===== config.mk =====
export PLATFORM = sky130hd
export DESIGN_NAME = spi_fram_write_protect_control
export DESIGN_NICKNAME = d
export VERILOG_FILES = /design/src/hw/spi_fram_write_protect_control.v
export VERILOG_INCLUDE_DIRS = /design/src /design/src/include
export SDC_FILE = /design/constraint.sdc
export NUM_CORES = 1
export LEC_CHECK = 0
export BUFFER_PORTS_ARGS = -buffer_cell sky130_fd_sc_hd__buf_2
export CAP_MARGIN = 20
export CORE_MARGIN = 2
export CORE_UTILIZATION = 40
export CTS_BUF_LIST = sky130_fd_sc_hd__clkbuf_8 sky130_fd_sc_hd__clkbuf_16
export CTS_CLUSTER_SIZE = 16
export DETAILED_ROUTE_END_ITERATION = 8
export PLACE_DENSITY_LB_ADDON = 0.25
export SETUP_SLACK_MARGIN = 0.1
export SLEW_MARGIN = 20
export SYNTH_ARGS = -nofsm -noshare
export SYNTH_HDL_FRONTEND = slang
export SYNTH_SLANG_ARGS = --single-unit

===== constraint.sdc =====
create_clock -name core_clk -period 2.4 [get_ports core_clk]
set_input_delay 0 -clock core_clk [delete_from_list [all_inputs] [get_ports core_clk]]
set_output_delay 0 -clock core_clk [all_outputs]
set_load 0.01 [all_outputs]

===== src/include/fram_protect_map.vh =====
// Opcodes, status register layout and protection ranges of the SPI write-protect controller.
// Assumes inclusion by its bare name; holds definitions only.
`ifndef FRAM_PROTECT_MAP_VH
`define FRAM_PROTECT_MAP_VH

`define OP_LATCH_SET        8'h06
`define OP_LATCH_RESET      8'h04
`define OP_STATUS_READ      8'h05
`define OP_STATUS_WRITE     8'h01
`define OP_ARRAY_WRITE      8'h02
`define OP_ARRAY_READ       8'h03
`define OP_FAST_ARRAY_READ  8'h0B
`define OP_SS_WRITE         8'h42
`define OP_SS_READ          8'h4B
`define OP_ID_READ          8'h9F
`define OP_UID_READ         8'h4C
`define OP_SN_WRITE         8'hC2
`define OP_SN_READ          8'hC3
`define OP_DEEP_SLEEP       8'hBA
`define OP_HIBERNATE        8'hB9

`define SR_PIN_EN_BIT       7
`define SR_FIXED_ONE_BIT    6
`define SR_BP_HI_BIT        3
`define SR_BP_LO_BIT        2
`define SR_LATCH_BIT        1
`define SR_BUSY_BIT         0

`define BP_RESET            2'b00
`define PIN_EN_RESET        1'b0

`define QUARTER_BASE        19'h6_0000
`define HALF_BASE           19'h4_0000
`define ARRAY_TOP           19'h7_FFFF

`endif


===== src/hw/spi_fram_write_protect_control.v =====
// SPI slave command decoder and write-protection control for a serial F-RAM.
// Assumes SPI mode 0 or 3 pins from outside, sampled on core_clk (40 MHz, sck 5 MHz),
// and a wake sequencer elsewhere that raises wake_busy.
//
// Overview of operation
// - Reset clears the write enable latch.
// - Opcode 06h sets the latch; status bit 1 mirrors it.
// - Status, array, special-sector and serial-number writes need the latch set.
// - Chip-select rise after any write-class or 04h operation clears the latch.
// - Opcode 04h clears the latch.
// - Status writes ignore data in the latch bit position.
// - Status bit 7 pin enable, bit 3/2 block protect, bit 1 latch.
// - Bits 4,5 read zero, bit 6 reads one, bit 0 reads wake_busy, none writable.
// - Bit 0 is set only while waking from deep sleep or hibernate.
// - Block-protect bits are kept across power cycles.
// - Codes 00 none, 01 upper quarter, 10 upper half, 11 all protected.
// - Pin enable high with pin low blocks status writes.
// - Array writes gated only by latch and block-protect bits.
// - Fifteen opcodes decoded; others trigger nothing.
// - 03h is an array read, 0Bh a fast array read.
// - Unknown opcode: ignore input and keep output off until next frame.
// - First byte of each frame is the only opcode.
// - Permitted status write loads pin enable and both block-protect bits.
// - Status read returns the status byte on the serial output.
`timescale 1ns/1ps
`default_nettype none
`include "fram_protect_map.vh"

module spi_fram_write_protect_control (
  input  wire        core_clk,
  input  wire        nrst,
  input  wire        cs_n,
  input  wire        sck,
  input  wire        si,
  output reg         so,
  output reg         so_oe,
  input  wire        wp_n,
  input  wire        wake_busy,
  input  wire [1:0]  nv_block_protect,
  output reg  [1:0]  nv_block_protect_wr,
  output reg         nv_block_protect_we,
  input  wire [18:0] write_addr,
  output wire        array_write_allowed,
  output reg         read_cmd,
  output reg         fast_read_cmd,
  output reg         array_write_cmd,
  output reg         write_latch_flag
);

  localparam ST_IDLE   = 3'd0;
  localparam ST_OPCODE = 3'd1;
  localparam ST_SRDATA = 3'd2;
  localparam ST_SROUT  = 3'd3;
  localparam ST_PASS   = 3'd4;
  localparam ST_IGNORE = 3'd5;

  reg [2:0] cs_sync_reg;
  reg [2:0] sck_sync_reg;
  reg [1:0] si_sync_reg;
  reg [1:0] wp_sync_reg;
  reg [2:0] state_reg;
  reg [2:0] bit_cnt_reg;
  reg [7:0] shift_reg;
  reg [7:0] out_reg;
  reg       protect_pin_enable;
  reg [1:0] block_protect_reg;
  reg       bp_loaded_reg;
  reg       latch_clear_pend_reg;
  reg       sr_write_pend_reg;
  reg [7:0] sr_data_reg;

  wire frame_start = cs_sync_reg[2] & ~cs_sync_reg[1];
  wire frame_end   = ~cs_sync_reg[2] & cs_sync_reg[1];
  wire sck_rise    = ~sck_sync_reg[2] & sck_sync_reg[1] & ~cs_sync_reg[1];
  wire sck_fall    = sck_sync_reg[2] & ~sck_sync_reg[1] & ~cs_sync_reg[1];
  wire [7:0] byte_in = {shift_reg[6:0], si_sync_reg[1]};
  wire sr_locked   = protect_pin_enable & ~wp_sync_reg[1];

  wire [7:0] status_word = {protect_pin_enable, 1'b1, 2'b00,
                            block_protect_reg, write_latch_flag, wake_busy};

  // Decoded opcode classes
  function is_known;
    input [7:0] op;
    begin
      case (op)
        `OP_LATCH_SET, `OP_LATCH_RESET, `OP_STATUS_READ, `OP_STATUS_WRITE,
        `OP_ARRAY_WRITE, `OP_ARRAY_READ, `OP_FAST_ARRAY_READ, `OP_SS_WRITE,
        `OP_SS_READ, `OP_ID_READ, `OP_UID_READ, `OP_SN_WRITE, `OP_SN_READ,
        `OP_DEEP_SLEEP, `OP_HIBERNATE: is_known = 1'b1;
        default: is_known = 1'b0;
      endcase
    end
  endfunction

  function is_write_op;
    input [7:0] op;
    begin
      is_write_op = (op == `OP_STATUS_WRITE) | (op == `OP_ARRAY_WRITE) |
                    (op == `OP_SS_WRITE) | (op == `OP_SN_WRITE);
    end
  endfunction

  // Block protection range check
  function in_protected;
    input [1:0]  bp;
    input [18:0] addr;
    begin
      case (bp)
        2'b00:   in_protected = 1'b0;
        2'b01:   in_protected = (addr >= `QUARTER_BASE) && (addr <= `ARRAY_TOP);
        2'b10:   in_protected = (addr >= `HALF_BASE) && (addr <= `ARRAY_TOP);
        default: in_protected = 1'b1;
      endcase
    end
  endfunction

  assign array_write_allowed = array_write_cmd & write_latch_flag &
                               ~in_protected(block_protect_reg, write_addr);

  always @(posedge core_clk) begin
    if (!nrst) begin
      cs_sync_reg  <= 3'b111;
      sck_sync_reg <= 3'b000;
      si_sync_reg  <= 2'b00;
      wp_sync_reg  <= 2'b11;
    end else begin
      cs_sync_reg  <= {cs_sync_reg[1:0], cs_n};
      sck_sync_reg <= {sck_sync_reg[1:0], sck};
      si_sync_reg  <= {si_sync_reg[0], si};
      wp_sync_reg  <= {wp_sync_reg[0], wp_n};
    end
  end

  always @(posedge core_clk) begin
    if (!nrst) begin
      state_reg            <= ST_IDLE;
      bit_cnt_reg          <= 3'd0;
      shift_reg            <= 8'h00;
      out_reg              <= 8'h00;
      so                   <= 1'b0;
      so_oe                <= 1'b0;
      write_latch_flag     <= 1'b0;
      protect_pin_enable   <= `PIN_EN_RESET;
      block_protect_reg    <= `BP_RESET;
      bp_loaded_reg        <= 1'b0;
      latch_clear_pend_reg <= 1'b0;
      sr_write_pend_reg    <= 1'b0;
      sr_data_reg          <= 8'h00;
      nv_block_protect_wr  <= 2'b00;
      nv_block_protect_we  <= 1'b0;
      read_cmd             <= 1'b0;
      fast_read_cmd        <= 1'b0;
      array_write_cmd      <= 1'b0;
    end else begin
      nv_block_protect_we <= 1'b0;
      if (!bp_loaded_reg) begin
        block_protect_reg <= nv_block_protect;
        bp_loaded_reg     <= 1'b1;
      end
      if (frame_start) begin
        state_reg   <= ST_OPCODE;
        bit_cnt_reg <= 3'd0;
      end else if (frame_end) begin
        state_reg       <= ST_IDLE;
        so_oe           <= 1'b0;
        read_cmd        <= 1'b0;
        fast_read_cmd   <= 1'b0;
        array_write_cmd <= 1'b0;
        if (latch_clear_pend_reg) begin
          write_latch_flag <= 1'b0;
        end
        if (sr_write_pend_reg) begin
          protect_pin_enable  <= sr_data_reg[`SR_PIN_EN_BIT];
          block_protect_reg   <= {sr_data_reg[`SR_BP_HI_BIT], sr_data_reg[`SR_BP_LO_BIT]};
          nv_block_protect_wr <= {sr_data_reg[`SR_BP_HI_BIT], sr_data_reg[`SR_BP_LO_BIT]};
          nv_block_protect_we <= 1'b1;
        end
        latch_clear_pend_reg <= 1'b0;
        sr_write_pend_reg    <= 1'b0;
      end else if (sck_rise) begin
        shift_reg   <= byte_in;
        bit_cnt_reg <= bit_cnt_reg + 3'd1;
        if (bit_cnt_reg == 3'd7) begin
          case (state_reg)
            ST_OPCODE: begin
              if (!is_known(byte_in)) begin
                state_reg <= ST_IGNORE;
              end else if (is_write_op(byte_in) && !write_latch_flag) begin
                state_reg <= ST_PASS;
              end else begin
                state_reg <= ST_PASS;
                if (byte_in == `OP_LATCH_SET) begin
                  write_latch_flag <= 1'b1;
                end
                if (byte_in == `OP_LATCH_RESET) begin
                  write_latch_flag <= 1'b0;
                  latch_clear_pend_reg <= 1'b1;
                end
                if (is_write_op(byte_in)) begin
                  latch_clear_pend_reg <= 1'b1;
                end
                if (byte_in == `OP_STATUS_WRITE) begin
                  state_reg <= ST_SRDATA;
                end
                if (byte_in == `OP_STATUS_READ) begin
                  state_reg <= ST_SROUT;
                  out_reg   <= status_word;
                end
                read_cmd        <= (byte_in == `OP_ARRAY_READ);
                fast_read_cmd   <= (byte_in == `OP_FAST_ARRAY_READ);
                array_write_cmd <= (byte_in == `OP_ARRAY_WRITE);
              end
            end
            ST_SRDATA: begin
              if (!sr_locked) begin
                sr_write_pend_reg <= 1'b1;
                sr_data_reg       <= byte_in;
              end
              state_reg <= ST_PASS;
            end
            ST_SROUT: begin
              out_reg <= status_word;
            end
            default: begin
            end
          endcase
        end
      end else if (sck_fall && state_reg == ST_SROUT) begin
        so      <= out_reg[3'd7 - bit_cnt_reg];
        so_oe   <= 1'b1;
      end
    end
  end

endmodule // spi_fram_write_protect_control

`default_nettype wire


== Word-level counts from Yosys, hierarchy flattened ==
Cells that the tools add are included.
Widths: inputs -> output; s select.
Operators by class
  add/subtract/negate cells: 2
  order comparisons: 4
  eq/ne operators: 28
  mux-type cells: 72
  bitwise gates (word level): 23
  reductions and logical operators: 36
Operator list (number)
  $mux 1: 57
  $eq 8x8->1 const B: 5
  $ge 19x19->1 const B: 2
  $eq 8x3->1 const B: 3
  $eq 8x7->1 const B: 3
  $mux 8: 3
  $le 19x19->1 const B: 1
  $eq 8x2->1 const B: 2
  $pmux 8 s2: 1
  $reduce_and 8->1: 2
  $reduce_bool 2->1: 8
  $reduce_and 3->1: 5
  $reduce_or 15->1: 1
  $ne 2x2->1 const B: 7
  $mux 3: 4
  $reduce_and 6->1: 2
  $reduce_bool 3->1: 4
  $not 1->1: 11
  $and 1x1->1: 9
  $eq 8x1->1 const B: 1
  $eq 8x4->1 const B: 1
  $mux 2: 4
  $reduce_and 7->1: 1
  $eq 3x2->1 const B: 2
  20 further kinds: 26
Word-level totals
  bits in registers: 54
  bits of input ports: 28
  output and inout bits: 10
  word-level logic and storage cells: 188

== Logic depth before layout (Yosys ltp) ==
  depth after elaboration: 15
  gate-level depth with buffers: 8
  mapped depth without buffers: 7

== Worst setup path after synthesis ==
No wires, ideal clock.
  path kind: reg-to-reg
  start point: register cs_sync_reg[1]
  end point: register array_write_cmd
  library setup time: 69 ps
  arrival time: 1867 ps
  required time: 2331 ps
  path slack: 464 ps
  cell stages (with the launch flop): 8
  path buffers: 0
  clock period less this slack: 1936 ps
  cell sequence: dfxtp_1 -> inv_1 -> ha_1 -> nand2b_1 -> a2111oi_4 -> o21ai_2 -> or4b_1 -> o21ai_1
On the way
  cells in the longest elaborated chain, start to end: 4
  elaborated cells on any way between the ends: 12
  those cells by class: eq/ne: 1; mux: 1; bitwise: 5; reduce/logical: 5
RTL lines
  start: declaration: RTL line spi_fram_write_protect_control.v:57  | reg [2:0] cs_sync_reg;
  start signal: assignment: RTL line spi_fram_write_protect_control.v:128  | cs_sync_reg <= {cs_sync_reg[1:0], cs_n};
  $not 1->1: RTL line spi_fram_write_protect_control.v:72, spi_fram_write_protect_control.v:74
  $and 1x1->1 (on tied branches): RTL line spi_fram_write_protect_control.v:74, spi_fram_write_protect_control.v:72
  $reduce_bool 2->1 (no line) / $not 1->1 (equally long branches)
  $reduce_and 6->1 (no line)
  end signal: assignment: RTL line spi_fram_write_protect_control.v:212  | array_write_cmd <= (byte_in == `OP_ARRAY_WRITE);
  end: declaration: RTL line spi_fram_write_protect_control.v:46  | output reg array_write_cmd,
Parallel ways exist; a longest one is shown, timed or not.
A chain may end at the register's enable or synchronous reset.

== Final worst setup path ==
Ends and elaborated chain as after synthesis.

==> results.yml <==
status:
  status: "finished, final reports clean"
cts:
  cts.sink_count: 47
  post_cts_resized: 0
  cts_tree: "built"
  cts_buffers: 5
  clk_latency_ns: 0.29
  root_buffer: "clkbuf_8"
  cts-hold-fix-buffers: 6
  cts_max_path_buffers: 2
  htreeDepth: 2
  cts_setup_buffers: 0
  path_clk_slew_ns: 0.08
yosys:
  synth_fp_nets: 281
  synth.avg_cell_area_um2: 8.91
  ys_seq_elements: 47
  synth-edff-count: 0
  synthFlopType: "dfxtp_1"
  synth-seq-area-share_pct: 42.8
  synth_cells: 247
  synth_common_cells: "47 x dfxtp_1, 35 x nand2_1, 27 x nor2_1"
  ys_warn_count: 0
  synthArstFlopShare_pct: 0
  yosysMostFrequentCell: "dfxtp_1"
  yosysTopAreaCell: "dfxtp_1"
  ys_top_cells_by_area: "dfxtp_1 43%, nand2_1 6.0%, mux2i_1 5.0%"
  synthDistinctLibCells: 50
  synth_top_area_share_pct: 42.8
  synth_area_um2: 2200
final_layout:
  nets: 307
  seq_area_um2: 941
  multi_input_area_um2: 1160
  drive_gt1_share_pct: 15.0
  final_cells: 345
  fillers: 525
  fin_area_um2: 2530
  largest_reg_flops: 7
  syn2layout_area_growth_pct: 14.8
  antenna_cells: 0
floorplan:
  core_area_um2: 5410
  die_w_um: 78.2
  fp-row-count: 27
  start_util_pct: 40.7
  die_area_um2: 6110
  ios: 38
  die_y_um: 78.2
worst_setup_path:
  arrival_ns: 2.37
  cp_cell_sequence: "inv_1 -> ha_1 -> nand2b_1 -> a2111oi_4 -> o21ai_2 -> or4b_1 -> o21ai_1"
  path_class: "reg2reg"
  crit_path_start_kind: "flop"
  crit_fanout: 6
  worstPathRequired_ns: 2.63
  rr_worst_depth: 7
  slowest_delay_ns: 0.52
  crit_path_end_kind: "flop"
  cp_slowest_cell: "or4b_1"
global_routing:
  track_usage_pct: 15.5
  globalRouteOverflowTotal: 0
  grt_pass1_vias: 1564
  grt_first_pass_wirelength_um: 7510
  grt_max_degree: 27
  antenna_found_initial: 0
sta:
  period_minus_slack_ns: 2.14
  tns_ns: 0
  rsz0062_at_grt: "false"
  fin_skew_ns: 0.00497
  max_freq_mhz: 468
  max_slew_margin_pct: 67.1
  setup_viol: 0
  finalCritPeriodShare_pct: 89.0
  worst_slew_pin_slew_ns: 0.487
  layout_setup_ws_ns: 0.264
  maxSlewViolCount: 0
  hold_violations: 0
placed_design:
  gp_congestion: 0.801
  placed_cell_area_um2: 2360
  pre_cts_slack_ns: 0.299
  hpwl_um: 3180
  dp.cells: 332
  numPortBuffers: 20
hold_path:
  hp-class: "in2reg"
  hold_depth: 4
run:
  max-cap-violations: 0
drt:
  avgRoutedWirePerCell_um: 12.8
  drtAntennaViolNets: 0
  vias: 1752
  routed_wl_um: 4420
  drt_pass1_iterations: 4
  via_per_inst: 5.08
  drtIter0Drc: 80
  drc: 0
power_and_ir_drop:
  p_total_mw: 1.42
  powerDensity_nw_per_um2: 560
  irDropWorstVdd_v: 0.000338
  p_leak_nw: 0.972
==> through the flow <==
stage          hold WS, ns  util [%]
6_report             0.102      46.8
5_1_grt             0.0950      46.8
4_1_cts             0.0956      46.8
3_5_place_dp         0.183      43.8
3_3_place_gp         0.178      43.8
2_1_floorplan       0.0277         -
==> report_power, final <==
part | internal, mW | switching, mW | leakage, nW
sequential | 0.791 | 0.00891 | 0.381
combinational | 0.0331 | 0.0395 | 0.535
clock | 0.301 | 0.243 | 0.0554
total | 1.12 | 0.291 | 0.972
==> cell type report <==
class | count | share of cell area, %
inverter | 10 | 1.49
clock buffer | 5 | 2.72
tap | 72 | 3.56
timing repair buffer | 31 | 7.82
sequential | 47 | 37.2
multi-input combinational | 178 | 45.8
clock inverter | 2 | 1.34
==> placed cells by master (no fill, tap or decap), drive strengths merged, types with 2 or more instances in the layout <==
cell,synthesis,layout
dfxtp,47,47
nand2,35,35
nor2,27,27
buf,5,25
a21oi,16,16
mux2i,11,11
inv,9,10
nand3,9,9
nand2b,8,8
and2,7,7
o21ai,7,7
ha,6,6
dlygate4sd3,0,6
a31oi,5,5
clkbuf,7,5
nor3,4,4
nor4,4,4
nor3b,3,3
nor2b,3,3
mux2,3,3
a211oi,2,2
o2111a,2,2
o2111ai,2,2
a2111oi,2,2
xnor2,2,2
nand4b,2,2
==> kinds of logic after synthesis <==
kind of cell | Yosys count | share of synthesized area, %
muxes | 15 | 7.56
buffers and inverters | 22 | 4.60
xor gates and xnor gates | 3 | 1.19
and+or+nand+nor | 110 | 25.6
AOI/OAI and AO/OA | 44 | 14.8
adders and majority gates | 6 | 3.41
DFF | 47 | 42.8
==> critical path, delay by kind of cell, from the launching register on <==
kind	cells	cell delay, ns
adder cells (fa/ha/maj)	1	0.26
AO/OA/AOI/OAI	3	0.59
AND/OR/NAND/NOR	2	0.71
flip-flops	1	0.42
buffers and inverters	1	0.09
==> path summary, 6_finish.rpt <==
kind                                                   endpoint  slack, ns                       from
worst max-delay path               array_write_cmd$_SDFFE_PN0P_       0.26  cs_sync_reg[1]$_SDFF_PN1_
worst min-delay path            block_protect_reg[0]$_SDFF_PN0_       0.10        nv_block_protect[0]
worst max register to register     array_write_cmd$_SDFFE_PN0P_       0.26  cs_sync_reg[1]$_SDFF_PN1_
worst min register to register        wp_sync_reg[1]$_SDFF_PN1_       0.41  wp_sync_reg[0]$_SDFF_PN1_
==> layer usage <==
metal  GRT usage, %  wire length [um]  vias up
li1               -                 -      916
met1           21.3              2220      788
met2           23.1              1920       41
met3           3.79               210        7
met4           6.32                68        0
met5              0                 0        -
No activity file was read; power rests on OpenSTA's default activity.
